[src/hdl/scs_consts.svh]
// Field positions, word limits, FIFO depth and timing constants of the SPI sequencer
`ifndef SCS_CONSTS_SVH
`define SCS_CONSTS_SVH
`define SCS_FMT_W         18
`define SCS_FMT_POL_BIT   17
`define SCS_FMT_PHA_BIT   16
`define SCS_FMT_PS_HI     15
`define SCS_FMT_PS_LO     8
`define SCS_FMT_LEN_HI    4
`define SCS_FMT_LEN_LO    0
`define SCS_DLY_W         16
`define SCS_DLY_C2T_HI    15
`define SCS_DLY_C2T_LO    8
`define SCS_DLY_T2C_HI    7
`define SCS_DLY_T2C_LO    0
`define SCS_WORD_MAX      5'd16
`define SCS_WORD_MIN      5'd2
`define SCS_SETUP_BASE    10'd2
`define SCS_TAIL_BASE     10'd1
`define SCS_PS0_PERIOD    9'd2
`define SCS_FIFO_DEPTH    8
`define SCS_GAP_MAX       11'h7ff
`endif

[src/hdl/scs_pkg.sv]
// Types shared by the SPI sequencer modules
package scs_pkg;
  typedef struct packed {
    logic       polarity;
    logic       phase;
    logic [7:0] prescale;
    logic [4:0] length;
    logic [7:0] cs_to_clock_delay;
    logic [7:0] clock_to_cs_delay;
  } scs_cfg_s;
  typedef struct packed {
    logic        cs_hold_between_words;
    logic [15:0] data;
  } scs_word_s;
  typedef enum logic [2:0] {
    ST_IDLE,
    ST_SETUP,
    ST_SHIFT,
    ST_TAIL,
    ST_HOLD
  } scs_state_e;
endpackage

[src/hdl/scs_fifo.sv]
// Transmit word FIFO, flip-flop storage
`timescale 1ns/1ns
module scs_fifo #(
  parameter int WIDTH = 17,
  parameter int DEPTH = 8
) (
  input  wire logic             clk,
  input  wire logic             rst_n,
  input  wire logic             in_valid,
  input  wire logic [WIDTH-1:0] in_data,
  output logic                  in_ready,
  output logic                  out_valid,
  output logic      [WIDTH-1:0] out_data,
  input  wire logic             out_ready
);
  localparam int AW = (DEPTH > 1) ? $clog2(DEPTH) : 1;
  localparam int CW = $clog2(DEPTH + 1);
  logic [WIDTH-1:0] mem [DEPTH];
  logic [AW-1:0]    wr_ptr, next_wr_ptr, rd_ptr, next_rd_ptr;
  logic [CW-1:0]    count, next_count;
  logic             next_in_ready;
  logic             push, pop;

  assign out_valid = (count != '0);
  assign out_data  = mem[rd_ptr];

  always_comb begin
    push          = in_valid && in_ready;
    pop           = out_valid && out_ready;
    next_wr_ptr   = wr_ptr;
    next_rd_ptr   = rd_ptr;
    if (push) begin
      next_wr_ptr = (wr_ptr == AW'(DEPTH - 1)) ? '0 : AW'(wr_ptr + 1'b1);
    end
    if (pop) begin
      next_rd_ptr = (rd_ptr == AW'(DEPTH - 1)) ? '0 : AW'(rd_ptr + 1'b1);
    end
    next_count    = CW'(count + CW'(push) - CW'(pop));
    // Registered ready so the top port comes from a flop
    next_in_ready = (next_count != CW'(DEPTH));
  end

  always_ff @(posedge clk) begin
    if (!rst_n) begin
      wr_ptr   <= '0;
      rd_ptr   <= '0;
      count    <= '0;
      in_ready <= 1'b1;
    end else begin
      wr_ptr   <= next_wr_ptr;
      rd_ptr   <= next_rd_ptr;
      count    <= next_count;
      in_ready <= next_in_ready;
    end
  end

  for (genvar i = 0; i < DEPTH; i++) begin : g_entry
    always_ff @(posedge clk) begin
      if (push && wr_ptr == AW'(i)) begin
        mem[i] <= in_data;
      end
    end
  end
endmodule

[src/hdl/scs_baud.sv]
// Serial clock half-period timer
`timescale 1ns/1ns
`include "scs_consts.svh"
module scs_baud
  import scs_pkg::*;
(
  input  wire logic       clk,
  input  wire logic       rst_n,
  input  wire logic [7:0] prescale,
  input  wire logic       phase,
  input  wire logic       start,
  input  wire logic       run,
  output logic            edge_pulse,
  output logic [8:0]      half_a,
  output logic [8:0]      half_b
);
  logic [8:0] period;
  logic [8:0] remain, next_remain;
  logic       lead, next_lead;

  always_comb begin
    // Zero prescale still needs two cycles per period
    period      = (prescale == 8'h00) ? `SCS_PS0_PERIOD : 9'(prescale + 1'b1);
    half_a      = {1'b0, period[8:1]};
    half_b      = 9'(period - half_a);
    edge_pulse  = run && (remain == 9'h000);
    next_remain = remain;
    next_lead   = lead;
    if (start) begin
      // Phase one delays the first edge by half a period
      next_remain = phase ? half_a : 9'h000;
      next_lead   = 1'b1;
    end else if (edge_pulse) begin
      next_remain = 9'((lead ? half_b : half_a) - 1'b1);
      next_lead   = !lead;
    end else if (run) begin
      next_remain = 9'(remain - 1'b1);
    end
  end

  always_ff @(posedge clk) begin
    if (!rst_n) begin
      remain <= 9'h000;
      lead   <= 1'b1;
    end else begin
      remain <= next_remain;
      lead   <= next_lead;
    end
  end
endmodule

[src/hdl/scs_spi_ctrl.sv]
// SPI controller sequencer: serial clock, chip select timing and shifting
// Behaviour
// Prescale 1..255 gives a serial clock period of prescale plus one cycles.
// Prescale zero gives a serial clock period of two cycles.
// Polarity bit sets the idle level and thereby the active edge.
// Controller select enables clock and data drivers; phase bit picks phase.
// Phase zero: select to first edge is delay plus two, three with hold.
// Phase one: adds half a period; extra cycle only idle-high with hold.
// Phase zero: last edge to deselect is half period plus delay plus one.
// Phase one: last edge to deselect is delay plus one cycle.
// Serial clock high and low phases are each half the period; odd periods make the idle-level phase one cycle shorter.
// Output bit changes half a period before the active sampling edge.
// Both select delays come from the software delay fields.
// Word length is programmable from 2 to 16 bits.
// Sample input on active edge; keep select low between held words.
// Peripheral drives its bit before the sampling edge while selected.
`timescale 1ns/1ns
`include "scs_consts.svh"
module scs_spi_ctrl
  import scs_pkg::*;
(
  input  wire logic                  CLK_SYS,
  input  wire logic                  RSTN,
  input  wire logic                  CONTROLLER_SELECT,
  input  wire logic [`SCS_FMT_W-1:0] WORD_FORMAT,
  input  wire logic [`SCS_DLY_W-1:0] CS_DELAY,
  input  wire logic                  TX_VALID,
  input  wire logic [15:0]           TX_DATA,
  input  wire logic                  TX_HOLD,
  output logic                       TX_READY,
  output logic                       RX_VALID,
  output logic [15:0]                RX_DATA,
  output logic                       BUSY,
  output logic                       SERIAL_CLOCK_LINE_O,
  output logic                       SERIAL_CLOCK_LINE_OE,
  output logic                       CONTROLLER_OUT_LINE_O,
  output logic                       CONTROLLER_OUT_LINE_OE,
  input  wire logic                  CONTROLLER_IN_LINE,
  output logic                       CHIP_SELECT_N
);
  scs_state_e state, next_state;
  scs_cfg_s   cfg, next_cfg, live_cfg;
  scs_word_s  word, next_word, fifo_word, tx_word;
  logic       fifo_valid, pop, do_load;
  logic [9:0] cnt, next_cnt, setup_tgt, tail_tgt;
  logic [5:0] ecount, next_ecount;
  logic [15:0] shreg, next_shreg, rx_shift, next_rx_shift, rx_mask;
  logic [15:0] next_rx_data;
  logic [4:0] len;
  logic       next_rx_valid, next_busy, next_oe, next_sclk, next_mosi, next_cs_n;
  logic       bstart, brun, bedge, leading, last_edge;
  logic [8:0] half_a, half_b;
  logic       in_s1, in_s2;

  assign tx_word = '{cs_hold_between_words: TX_HOLD, data: TX_DATA};

  scs_fifo #(
    .WIDTH ($bits(scs_word_s)),
    .DEPTH (`SCS_FIFO_DEPTH)
  ) u_fifo (
    .clk       (CLK_SYS),
    .rst_n     (RSTN),
    .in_valid  (TX_VALID),
    .in_data   (tx_word),
    .in_ready  (TX_READY),
    .out_valid (fifo_valid),
    .out_data  (fifo_word),
    .out_ready (pop)
  );

  assign brun = (state == ST_SHIFT);

  scs_baud u_baud (
    .clk        (CLK_SYS),
    .rst_n      (RSTN),
    .prescale   (cfg.prescale),
    .phase      (cfg.phase),
    .start      (bstart),
    .run        (brun),
    .edge_pulse (bedge),
    .half_a     (half_a),
    .half_b     (half_b)
  );

  function automatic logic [4:0] clamp_len(input logic [4:0] l);
    clamp_len = (l < `SCS_WORD_MIN) ? `SCS_WORD_MIN :
                (l > `SCS_WORD_MAX) ? `SCS_WORD_MAX : l;
  endfunction

  always_comb begin
    live_cfg.polarity          = WORD_FORMAT[`SCS_FMT_POL_BIT];
    live_cfg.phase             = WORD_FORMAT[`SCS_FMT_PHA_BIT];
    live_cfg.prescale          = WORD_FORMAT[`SCS_FMT_PS_HI:`SCS_FMT_PS_LO];
    live_cfg.length            = WORD_FORMAT[`SCS_FMT_LEN_HI:`SCS_FMT_LEN_LO];
    live_cfg.cs_to_clock_delay = CS_DELAY[`SCS_DLY_C2T_HI:`SCS_DLY_C2T_LO];
    live_cfg.clock_to_cs_delay = CS_DELAY[`SCS_DLY_T2C_HI:`SCS_DLY_T2C_LO];
    len       = clamp_len(cfg.length);
    rx_mask   = 16'((17'h00001 << len) - 1'b1);
    // Extra setup cycle with hold: always in phase zero, idle-high only in phase one
    setup_tgt = `SCS_SETUP_BASE + 10'(cfg.cs_to_clock_delay)
              + 10'(word.cs_hold_between_words && (!cfg.phase || cfg.polarity));
    tail_tgt  = `SCS_TAIL_BASE + 10'(cfg.clock_to_cs_delay)
              + (cfg.phase ? 10'h000 : 10'(half_a));
    leading   = (SERIAL_CLOCK_LINE_O == cfg.polarity);
    last_edge = (ecount == 6'({len, 1'b0} - 1'b1));
    next_state    = state;
    next_cfg      = cfg;
    next_word     = word;
    next_cnt      = cnt;
    next_ecount   = ecount;
    next_shreg    = shreg;
    next_rx_shift = rx_shift;
    next_rx_data  = RX_DATA;
    next_rx_valid = 1'b0;
    next_sclk     = SERIAL_CLOCK_LINE_O;
    next_mosi     = CONTROLLER_OUT_LINE_O;
    next_cs_n     = CHIP_SELECT_N;
    next_oe       = CONTROLLER_SELECT;
    do_load       = 1'b0;
    bstart        = 1'b0;
    case (state)
      ST_IDLE: begin
        next_sclk = live_cfg.polarity;
        next_cs_n = 1'b1;
        if (CONTROLLER_SELECT && fifo_valid) begin
          do_load    = 1'b1;
          next_cfg   = live_cfg;
          next_state = ST_SETUP;
        end
      end
      ST_SETUP: begin
        if (cnt == 10'(setup_tgt - 10'd2)) begin
          bstart     = 1'b1;
          next_cnt   = 10'h000;
          next_state = ST_SHIFT;
        end else begin
          next_cnt = 10'(cnt + 1'b1);
        end
      end
      ST_SHIFT: begin
        if (bedge) begin
          next_sclk   = !SERIAL_CLOCK_LINE_O;
          next_ecount = 6'(ecount + 1'b1);
          // Sample on the active edge, leading in phase zero
          if (leading != cfg.phase) begin
            next_rx_shift = {rx_shift[14:0], in_s2};
          end else begin
            // Output moves on the opposite edge, half a period early
            next_mosi  = shreg[15];
            next_shreg = {shreg[14:0], 1'b0};
          end
          if (last_edge) begin
            next_rx_data  = next_rx_shift & rx_mask;
            next_rx_valid = 1'b1;
            next_cnt      = 10'h000;
            if (!word.cs_hold_between_words) begin
              next_state = ST_TAIL;
            end else if (fifo_valid && CONTROLLER_SELECT) begin
              do_load    = 1'b1;
              next_state = ST_SETUP;
            end else begin
              next_state = ST_HOLD;
            end
          end
        end
      end
      ST_TAIL: begin
        if (cnt == 10'(tail_tgt - 1'b1)) begin
          next_cs_n  = 1'b1;
          next_state = ST_IDLE;
        end else begin
          next_cnt = 10'(cnt + 1'b1);
        end
      end
      ST_HOLD: begin
        // Select stays low until the next word or controller mode ends
        if (!CONTROLLER_SELECT) begin
          next_cs_n  = 1'b1;
          next_state = ST_IDLE;
        end else if (fifo_valid) begin
          do_load    = 1'b1;
          next_cnt   = 10'h000;
          next_state = ST_SETUP;
        end
      end
      default: begin
        next_state = ST_IDLE;
        next_cs_n  = 1'b1;
      end
    endcase
    pop = do_load;
    if (do_load) begin
      next_word   = fifo_word;
      next_cs_n   = 1'b0;
      next_cnt    = 10'h000;
      next_ecount = 6'h00;
      next_shreg  = 16'(fifo_word.data << (`SCS_WORD_MAX - clamp_len(next_cfg.length)));
      if (!next_cfg.phase) begin
        // Phase zero presents the first bit before any edge
        next_mosi  = next_shreg[15];
        next_shreg = {next_shreg[14:0], 1'b0};
      end
    end
    next_busy = (next_state != ST_IDLE);
  end

  always_ff @(posedge CLK_SYS) begin
    if (!RSTN) begin
      state                  <= ST_IDLE;
      cfg                    <= '0;
      word                   <= '0;
      cnt                    <= 10'h000;
      ecount                 <= 6'h00;
      shreg                  <= 16'h0000;
      rx_shift               <= 16'h0000;
      RX_DATA                <= 16'h0000;
      RX_VALID               <= 1'b0;
      BUSY                   <= 1'b0;
      SERIAL_CLOCK_LINE_O    <= 1'b0;
      SERIAL_CLOCK_LINE_OE   <= 1'b0;
      CONTROLLER_OUT_LINE_O  <= 1'b0;
      CONTROLLER_OUT_LINE_OE <= 1'b0;
      CHIP_SELECT_N          <= 1'b1;
      in_s1                  <= 1'b0;
      in_s2                  <= 1'b0;
    end else begin
      state                  <= next_state;
      cfg                    <= next_cfg;
      word                   <= next_word;
      cnt                    <= next_cnt;
      ecount                 <= next_ecount;
      shreg                  <= next_shreg;
      rx_shift               <= next_rx_shift;
      RX_DATA                <= next_rx_data;
      RX_VALID               <= next_rx_valid;
      BUSY                   <= next_busy;
      SERIAL_CLOCK_LINE_O    <= next_sclk;
      SERIAL_CLOCK_LINE_OE   <= next_oe;
      CONTROLLER_OUT_LINE_O  <= next_mosi;
      CONTROLLER_OUT_LINE_OE <= next_oe;
      CHIP_SELECT_N          <= next_cs_n;
      in_s1                  <= CONTROLLER_IN_LINE;
      in_s2                  <= in_s1;
    end
  end

  // Checking helpers: cycles since the last clock or select change
  logic        sclk_q, cs_q, fresh, firstp, next_fresh, next_firstp, sclk_chg, cs_chg;
  logic [10:0] gap, next_gap;
  logic [5:0]  hcnt, next_hcnt;
  logic [8:0]  exp_period;

  always_comb begin
    sclk_chg    = (SERIAL_CLOCK_LINE_O != sclk_q);
    cs_chg      = (CHIP_SELECT_N != cs_q);
    exp_period  = (cfg.prescale == 8'h00) ? 9'd2 : 9'(cfg.prescale + 1'b1);
    next_gap    = (sclk_chg || cs_chg) ? 11'h001 :
                  (gap == `SCS_GAP_MAX) ? gap : 11'(gap + 1'b1);
    next_fresh  = (cs_chg && !CHIP_SELECT_N) ? 1'b1 : sclk_chg ? 1'b0 : fresh;
    next_firstp = (state == ST_SETUP) ? 1'b1 : sclk_chg ? 1'b0 : firstp;
    next_hcnt   = (state == ST_SETUP) ? 6'h00 : sclk_chg ? 6'(hcnt + 1'b1) : hcnt;
  end

  always_ff @(posedge CLK_SYS) begin
    if (!RSTN) begin
      sclk_q <= 1'b0;
      cs_q   <= 1'b1;
      gap    <= 11'h000;
      fresh  <= 1'b0;
      firstp <= 1'b0;
      hcnt   <= 6'h00;
    end else begin
      sclk_q <= SERIAL_CLOCK_LINE_O;
      cs_q   <= CHIP_SELECT_N;
      gap    <= next_gap;
      fresh  <= next_fresh;
      firstp <= next_firstp;
      hcnt   <= next_hcnt;
    end
  end
endmodule

[config.mk]
export PLATFORM = sky130hd
export DESIGN_NAME = scs_spi_ctrl
export DESIGN_NICKNAME = d
export VERILOG_FILES = /design/src/hdl/scs_pkg.sv /design/src/hdl/scs_fifo.sv /design/src/hdl/scs_baud.sv /design/src/hdl/scs_spi_ctrl.sv
export VERILOG_INCLUDE_DIRS = /design/src /design/src/hdl
export SDC_FILE = /design/constraint.sdc
export NUM_CORES = 1
export LEC_CHECK = 0
export BUFFER_PORTS_ARGS = -buffer_cell sky130_fd_sc_hd__buf_2
export CORE_ASPECT_RATIO = 1.75
export CORE_UTILIZATION = 50
export CTS_CLUSTER_DIAMETER = 120
export DETAILED_ROUTE_END_ITERATION = 7
export GPL_TIMING_DRIVEN = 0
export HOLD_SLACK_MARGIN = 0.15
export PLACE_DENSITY = 0.79
export SYNTH_ARGS = -nofsm -noshare
export SYNTH_HDL_FRONTEND = slang
export SYNTH_HIERARCHICAL = 1
export SYNTH_SLANG_ARGS = --single-unit
[constraint.sdc]
create_clock -name CLK_SYS -period 5.1 [get_ports CLK_SYS]
set_input_delay 0.51 -clock CLK_SYS [delete_from_list [all_inputs] [get_ports CLK_SYS]]
set_output_delay 0.51 -clock CLK_SYS [all_outputs]
set_load 0.1 [all_outputs]
== After elaboration in Yosys (flattened, before gate mapping) ==
Memory sizes are Yosys's and may differ from the RTL's. A register that Yosys moved wholly into a read port is not among the register bits.
Cells that the tools add are included.
Storage, ports and cells
  bits in registers: 128
  memories: 1
  bits in writable memories: 136
Memory list
  u_fifo.mem: depth 8, bits a word 17, rd ports 1, clocked after memory_dff 1, write ports 1, RTL line scs_fifo.sv:18  | logic [WIDTH-1:0] mem [DEPTH];
Operators by class
  shifts and indexed selects: 2
  magnitude comparators: 4
  add/subtract/negate cells: 19
  eq/ne operators: 27
  muxes and demuxes: 100
  reductions and logical operators: 46
  bitwise gates (word level): 2
Operator list (number)
  16-bit two-way mux: 8
  17-bit two-way mux: 7
  17-bit OR reduction: 7
  10-bit two-way mux: 6
  3-bit two-way mux: 20
  30-bit two-way mux: 2
  9-bit two-way mux: 5
  1-bit two-way mux: 41
  10-bit one-hot mux with 4 select lines: 1
  10-bit equality test: 2
  5-bit two-way mux: 4
  3-bit equality test (second input constant): 6
  9-bit by 1-bit subtractor with 9-bit output (second input constant): 2
  16-bit AND: 1
  8-bit two-way mux: 2
  1-bit by 5-bit << shifter with 16-bit output (first input constant): 1
  16-bit by 5-bit << shifter with 16-bit output: 1
  16-bit by 1-bit subtractor with 16-bit output (second input constant): 1
  3-bit one-hot mux with 5 select lines: 1
  1-bit logical AND: 13
  3-bit by 2-bit equality test with 1-bit output (second input constant): 4
  3-bit AND reduction: 4
  10-bit by 1-bit adder with 10-bit output (second input constant): 1
  9-bit by 1-bit adder with 10-bit output: 1
  37 further kinds: 59

== Depth between registers and ports, before layout ==
Gate-level depths: netlist (run 1).
  word-level depth: 12
  mapped depth: 20
  gate-level depth less buffers: 19

== Cells and area by module ==
Netlist (run 1), hierarchy kept.
By module, submodules not included
  scs_spi_ctrl: times used 1, seq. area each 2142.1 um2, cells an instance 929, area an instance 7283.2 um2
  scs_fifo: times used 1, seq. area each 4364.2 um2, cells an instance 281, area an instance 5992.0 um2
  scs_baud: times used 1, seq. area each 200.2 um2, cells an instance 178, area an instance 1395.1 um2

== Least setup slack after synthesis (run 1) ==
No wires, ideal clock.
  path type: register -> register
  from: register cfg[21] (netlist name)
  to: register u_baud.remain[8]
  cell stages (with the launch flop): 16
  clock period less this slack: 4196 ps
  setup slack: 904 ps
  arrival: 4105 ps
  library setup time: 91 ps
  data required time: 5009 ps
  path through: dfxtp_1 > inv_1 > ha_1 > or4b_2 > o21ai_2 > inv_1 > fa_1 > nand2b_1 > a21oi_1 > xnor2_2 > or3_1 > nand3_2 > or3_4 > or3_4 > or4b_1 > a311oi_1
On the way
  word-level cells in the longest chain between the ends: 7
  elaborated cells between the ends (all ways): 8
  classes of those cells: 3 x add/sub; 4 x mux; 1 x reduce/logical
RTL lines
  start, declared: RTL line scs_spi_ctrl.sv:42  | scs_cfg_s cfg, next_cfg, live_cfg;
  start signal, assigned: RTL line scs_spi_ctrl.sv:228  | cfg <= next_cfg;
  8-bit by 1-bit adder with 9-bit output or 8-bit logical NOT (tied branches)
  9-bit two-way mux (*): RTL line scs_baud.sv:23  | period = (prescale == 8'h00) ? `SCS_PS0_PERIOD : 9'(prescale + 1'b1);
  named net half_a[1]: RTL line scs_spi_ctrl.sv:52  | logic [8:0] half_a, half_b;
  9-bit by 8-bit subtractor with 9-bit output: RTL line scs_baud.sv:25  | half_b = 9'(period - half_a);
  9-bit two-way mux (*): RTL line scs_baud.sv:34  | next_remain = 9'((lead ? half_b : half_a) - 1'b1);
  9-bit by 1-bit subtractor with 9-bit output (*): RTL line scs_baud.sv:34
  9-bit two-way mux (*): RTL line scs_baud.sv:33  | end else if (edge_pulse) begin
  9-bit two-way mux (*): RTL line scs_baud.sv:29  | if (start) begin
  end signal, assigned: RTL line scs_baud.sv:46  | remain <= next_remain;
  end, declared: RTL line scs_baud.sv:18  | logic [8:0] remain, next_remain;
Mark *: on every way through the listed nets, which the timed path passes. The rest lies on a longest branch.
A chain may end at the register's enable or synchronous reset.

== Final worst setup path (run 1) ==
  from: register state[0]
  to: register u_fifo.in_ready
On the way
  word-level cells in the longest chain between the ends: 7
  elaborated cells between the ends (all ways): 9
  classes of those cells: 1 x add/sub; 3 x eq/ne; 2 x mux; 3 x reduce/logical
RTL lines
  start, declared: RTL line scs_spi_ctrl.sv:41  | scs_state_e state, next_state;
  start signal, assigned: RTL line scs_spi_ctrl.sv:227  | state <= next_state;
  3-bit by 2-bit equality test with 1-bit output: RTL line scs_spi_ctrl.sv:71  | assign brun = (state == ST_SHIFT);
  named net brun: RTL line scs_spi_ctrl.sv:51  | logic bstart, brun, bedge, leading, last_edge;
  1-bit logical AND: RTL line scs_baud.sv:26  | edge_pulse = run && (remain == 9'h000);
  named net bedge: RTL line scs_spi_ctrl.sv:51
  1-bit two-way mux: RTL line scs_spi_ctrl.sv:141  | if (bedge) begin
  1-bit one-hot mux with 3 select lines: RTL line scs_spi_ctrl.sv:121  | case (state)
  named net do_load: RTL line scs_spi_ctrl.sv:44  | logic fifo_valid, pop, do_load;
  1-bit logical AND: RTL line scs_fifo.sv:29  | pop = out_valid && out_ready;
  4-bit by 1-bit subtractor with 4-bit output: RTL line scs_fifo.sv:38  | next_count = CW'(count + CW'(push) - CW'(pop));
  4-bit != test: RTL line scs_fifo.sv:40  | next_in_ready = (next_count != CW'(DEPTH));
  end signal, assigned: RTL line scs_fifo.sv:53  | in_ready <= next_in_ready;
  end, declared: RTL line scs_fifo.sv:11  | output logic in_ready,
The timed path passes the listed nets, and every way through them passes these cells.

==> impl_metrics.env, run 1 <==
export IMPL_status="completed"
export IMPL_fin_setup_tns_ps=0
export IMPL_p_int_w=0.00533
export IMPL_r2r_start="state[0]"
export IMPL_layout_commonest_cell="nand2_1"
export IMPL_clk_latency_ps=560
export IMPL_cts_buffer_depth=3
export IMPL_cts_htree_levels=1
export IMPL_chipHeight_um=228
export IMPL_portBuffers=76
export IMPL_whs_ps=187
export IMPL_startpoint_type="register"
export IMPL_io_pins=80
export IMPL_cts_buffers=26
export IMPL_cts_sinks=267
export IMPL_max_vdd_ir_drop_v=0.000332
export IMPL_viasPerCell=6.05
export IMPL_crit_type="reg -> reg"
export IMPL_power_density_mw_per_mm2=544
export IMPL_cp_arrival_ps=5260
export IMPL_die_w_um=131
export IMPL_setup_viol=0
export IMPL_gp_congestion=0.926
export IMPL_setup_slack_ps=261
export IMPL_syn_to_final_growth_pct=12.1
export IMPL_tightestPinTransition_ps=1200
export IMPL_antenna_found_initial=0
export IMPL_syn_area_mm2=0.0146
export IMPL_diodes=0
export IMPL_swShare_pct=40.4
export IMPL_initial_utilization_pct=51.0
export IMPL_post_dp_hpwl_mm=26.6
export IMPL_slew_headroom_pct=19.9
export IMPL_end_kind="register"
export IMPL_drc=0
export IMPL_fin_skew_ps=30.6
export IMPL_layout_common_cells="179 x nand2_1, 136 x edfxtp_1, 131 x dfxtp_1, 111 x a21oi_1, 86 x buf_2"
export IMPL_wl_mm=36.5
export IMPL_cts_tree="done"
export IMPL_nets=1589
export IMPL_max_freq_mhz=207
export IMPL_vias=11400
export IMPL_wire_per_inst_um=19.3
export IMPL_crit_path_max_fanout=10
export IMPL_grt_pass1_vias=11500
export IMPL_clockRootBuffer="clkbuf_16"
export IMPL_overflow=0
export IMPL_rsz0062_at_grt="no"
export IMPL_startpoint="state[0]"
export IMPL_clkTransAtPathRegs_ps=70
export IMPL_drtIter0Drc=712
export IMPL_detail_route_antenna_nets=0
export IMPL_drive_gt1_share_pct=16.4
export IMPL_die_area_mm2=0.0300
export IMPL_fin_crit_sh_pct=94.9
export IMPL_p_seq_share_pct=30.0
export IMPL_grt_max_degree=18
export IMPL_hp_start="CS_DELAY[13]"
export IMPL_core_mm2=0.0287
export IMPL_max_cap_violations=0
export IMPL_combPwrFrac_pct=47.6
export IMPL_postCtsSetupBuffers=0
export IMPL_min_period_ps=4840
export IMPL_first_pass_iters=5
export IMPL_post_place_ws_ps=246
export IMPL_netSwitchingPower_w=0.00361
export IMPL_r2r_slack_ps=260
export IMPL_syn_avg_cell_area_um2=10.6
export IMPL_critPathRequiredTime_ps=5520
export IMPL_grt_first_pass_wirelength_mm=57.9
export IMPL_track_usage_pct=24.1
export IMPL_num_rows=82
export IMPL_leakage_nw=6.07
export IMPL_final_hold_viol_count=0
export IMPL_synthCells=1385
export IMPL_hp_class="in -> reg"
export IMPL_yosys_warnings=6
export IMPL_clock_power_share_pct=22.4
export IMPL_syn_num_nets=1485
export IMPL_maxSlewViolCount=0
-- registers in the layout (all words and copies together), names as in the netlist, 4 cells and up, named ones only --
| signal | flops |
|---|---|
| RX_DATA | 16 |
| cfg | 31 |
| cnt | 10 |
| ecount | 6 |
| rx_shift | 16 |
| shreg | 16 |
| u_baud/remain | 9 |
| u_fifo/count | 4 |
| u_fifo/mem | 136 |
-- metrics by stage --
stage               area (µm²)  cells  power (W)  util [%]
floorplan                14600   1385    0.00588         -
CTS                      16400   1888    0.00887      57.1
detailed placement       15500   1839    0.00684      54.0
finish                   16400   1887    0.00894      57.2
global route             16400   1887    0.00941      57.2
global placement         15500   1839    0.00671      54.0
-- final timing paths --
| kind | depth (start not counted) | endpoint |
|---|---|---|
| worst max register to register | 20 | u_fifo/in_ready |
| worst min register to register | 1 | in_s2 |
| worst max-delay path | 20 | u_fifo/in_ready |
| worst min-delay path | 3 | cfg[13] |
-- layer usage --
layer	GRT usage, %	vias up	wire (µm)
met3	3.08	140	1900
li1	-	5355	-
met1	24.8	5495	13100
met5	0	-	0
met4	14.3	0	1940
met2	46.2	421	19600
-- repair_timing --
action,4_1_cts,5_1_grt
hold buffers,1,0
setup endpoints to repair,0,8
gates resized for setup,0,4
endpoints found under the hold margin,1,0
-- cell type report --
| type | instances | area, µm² |
|---|---|---|
| Buffer | 80 | 419 |
| Clock buffer | 30 | 687 |
| Clock inverter | 18 | 211 |
| Fill cell | 2452 | 12300 |
| Inverter | 47 | 176 |
| Multi-Input combinational cell | 990 | 7360 |
| Sequential cell | 267 | 6710 |
| Tap cell | 378 | 473 |
| Timing Repair Buffer | 77 | 390 |
-- worst max-delay path, stage by stage (launching register included) --
cell	delay [ps]
dfxtp_1	330
buf_2	190
nor2_1	210
nand2_1	160
inv_1	160
nor2b_1	320
and4_2	410
nand4_1	180
a211o_1	270
or3_1	290
buf_2	220
o21a_1	240
inv_2	200
nand2_2	200
xnor2_1	220
ha_1	210
inv_1	70
fa_1	370
xnor2_1	140
nor3b_1	190
o21ai_0	110
-- power groups by stage --
stage	Clock [W]	Sequential, W	Combinational, W
5_1_grt	0.00212	0.00271	0.00458
6_report	0.00200	0.00268	0.00425
4_1_cts	0.00203	0.00268	0.00416
3_3_place_gp	0	0.00271	0.00400
3_5_place_dp	0	0.00272	0.00412
2_1_floorplan	0	0.00277	0.00311
Note: power is estimated with default switching activity, not from simulation.
==> inputs of run 2 (changes only) <==
- ABC_CLOCK_PERIOD_IN_PS: not set -> 5100
- CORE_UTILIZATION: 50 -> 38
- PLACE_DENSITY: 0.79 -> 0.66
==> run 2 against run 1 <==
Against the previous run: setup slack better by 20 ps; register-to-register slack better by 20 ps; sequential power hardly changed; die area is 31% higher; global-route usage is 5.3 points lower.
==> impl_metrics.env, run 2 (synthesis results as in run 1) <==
export IMPL_status="completed"
export IMPL_drtIter0Drc=635
export IMPL_top_register="u_fifo/mem"
export IMPL_hp_class="in -> reg"
export IMPL_setup_viol=0
export IMPL_r2r_end="shreg[15]"
export IMPL_min_period_ps=4820
export IMPL_gp_congestion=0.943
export IMPL_antenna_found_initial=1
export IMPL_die_area_mm2=0.0394
export IMPL_wl_mm=37.0
export IMPL_fin_setup_tns_ps=0
export IMPL_cts_buffer_depth=3
export IMPL_combPwrFrac_pct=46.5
export IMPL_grt_max_degree=18
export IMPL_p_int_w=0.00547
export IMPL_fin_crit_sh_pct=94.5
export IMPL_drive_gt1_share_pct=16.1
export IMPL_reg2regPathDepth=18
export IMPL_viasPerCell=5.58
export IMPL_detail_route_antenna_nets=0
export IMPL_fillCellCount=3513
export IMPL_r2r_start="u_fifo/count[2]"
export IMPL_startpoint="u_fifo/count[2]"
export IMPL_p_seq_share_pct=29.8
export IMPL_post_dp_hpwl_mm=27.9
export IMPL_die_w_um=150
export IMPL_clk_latency_ps=560
export IMPL_cts_sinks=267
export IMPL_tightestPinTransition_ps=1060
export IMPL_reg_top3="u_fifo/mem x136, cfg x31"
export IMPL_cts_htree_levels=1
export IMPL_nets=1589
export IMPL_cp_arrival_ps=5260
export IMPL_netSwitchingPower_w=0.00352
export IMPL_vias=11100
export IMPL_clockRootBuffer="clkbuf_16"
export IMPL_final_hold_viol_count=0
export IMPL_initial_utilization_pct=38.8
export IMPL_crit_path_max_fanout=10
export IMPL_largest_reg_flops=136
export IMPL_hold_depth=2
export IMPL_num_rows=94
export IMPL_r2r_slack_ps=280
export IMPL_first_pass_iters=5
export IMPL_postCtsSetupBuffers=0
export IMPL_grt_first_pass_wirelength_mm=57.9
export IMPL_chipHeight_um=262
export IMPL_maxSlewViolCount=0
export IMPL_clkTransAtPathRegs_ps=70
export IMPL_rsz0062_at_grt="no"
export IMPL_cts_buffers=26
export IMPL_overflow=0
export IMPL_fin_skew_ps=30.1
export IMPL_post_dp_cell_area_mm2=0.0156
export IMPL_grt_pass1_vias=11100
export IMPL_drc=0
export IMPL_core_mm2=0.0378
export IMPL_portBuffers=76
export IMPL_cts_resized_gates=0
export IMPL_power_density_mw_per_mm2=542
export IMPL_syn_to_final_growth_pct=13.3
export IMPL_cts_tree="done"
export IMPL_io_pins=80
export IMPL_critPathRequiredTime_ps=5540
export IMPL_layout_common_cells="179 x nand2_1, 136 x edfxtp_1, 131 x dfxtp_1, 111 x a21oi_1, 86 x buf_2"
export IMPL_clock_power_share_pct=23.7
export IMPL_layout_commonest_cell="nand2_1"
export IMPL_p_total_w=0.00899
export IMPL_holdPathEnd="in_s1"
export IMPL_max_cap_violations=0
export IMPL_track_usage_pct=18.8
export IMPL_final_core_util_pct=44.0
export IMPL_stdcell_area_mm2=0.0166
export IMPL_max_freq_mhz=208
export IMPL_startpoint_type="register"
export IMPL_ctsHoldBuffers=0
export IMPL_hp_start="CONTROLLER_IN_LINE"
export IMPL_end_kind="register"
export IMPL_swShare_pct=39.1
export IMPL_crit_type="reg -> reg"
export IMPL_leakage_nw=6.12
export IMPL_wire_per_inst_um=18.6
export IMPL_slew_headroom_pct=29.4
export IMPL_max_vdd_ir_drop_v=0.000260
[run 2: worst max path at each step]
stage                       endpoint  slack (ps)  cells past startpoint
5_1_grt                    shreg[13]          30                     18
3_3_place_gp   CONTROLLER_OUT_LINE_O         350                     16
3_5_place_dp                  cnt[5]         310                     18
2_1_floorplan       u_baud/remain[8]         940                     15
6_report                   shreg[15]         280                     18
4_1_cts                       cnt[5]         300                     18
[run 2: final cells by class]
type	instances	area [µm²]	area share [%]
Inverter	47	176	1.06
Timing Repair Buffer	76	380	2.29
Clock inverter	16	240	1.45
Tap cell	480	601	3.62
Clock buffer	32	714	4.31
Buffer	81	423	2.55
Antenna cell	1	2.50	0.0151
Multi-Input combinational cell	990	7350	44.3
Sequential cell	267	6710	40.4
[run 2: power groups by stage]
| stage | clock [W] | combinational, W | sequential [W] |
|---|---|---|---|
| after floorplan | 0 | 0.00311 | 0.00277 |
| after global placement | 0 | 0.00405 | 0.00272 |
| after detailed placement | 0 | 0.00411 | 0.00273 |
| after CTS | 0.00218 | 0.00414 | 0.00268 |
| after global routing | 0.00226 | 0.00454 | 0.00271 |
| final | 0.00213 | 0.00418 | 0.00268 |
[run 2: worst max-delay path, stage by stage (launching register included)]
cell and delay (ps):
dfxtp_1 290, inv_1 70, ha_1 170, or3b_2 590, nand4bb_1 150, buf_4 190, nor2_4 80, clkbuf_1 300
or3_1 420, o311ai_0 150, ha_1 230, clkbuf_1 340, a21oi_2 110, a211oi_4 350, buf_6 200, a211oi_1 60
nor4_2 450, o22ai_1 180, a221o_1 370
[run 2: layer usage]
layer  track usage (%)  routed length, µm  part of all wire [%]  up-vias
li1                  -                  -                     -     5353
met1              18.9              13400                    36     5408
met2              37.2              20600                    56      264
met3              2.29               1380                   3.7       87
met4              9.29               1580                   4.3        2
met5                 0                  8                 0.022        -
[run 2: metrics by stage]
stage          setup WS [ps]  instances  hold WS [ps]
2_1_floorplan            935       1385           412
3_5_place_dp             307       1941           427
5_1_grt                 28.5       1989           152
6_report                 282       1990           160
4_1_cts                  295       1989           152
3_3_place_gp             349       1941           415
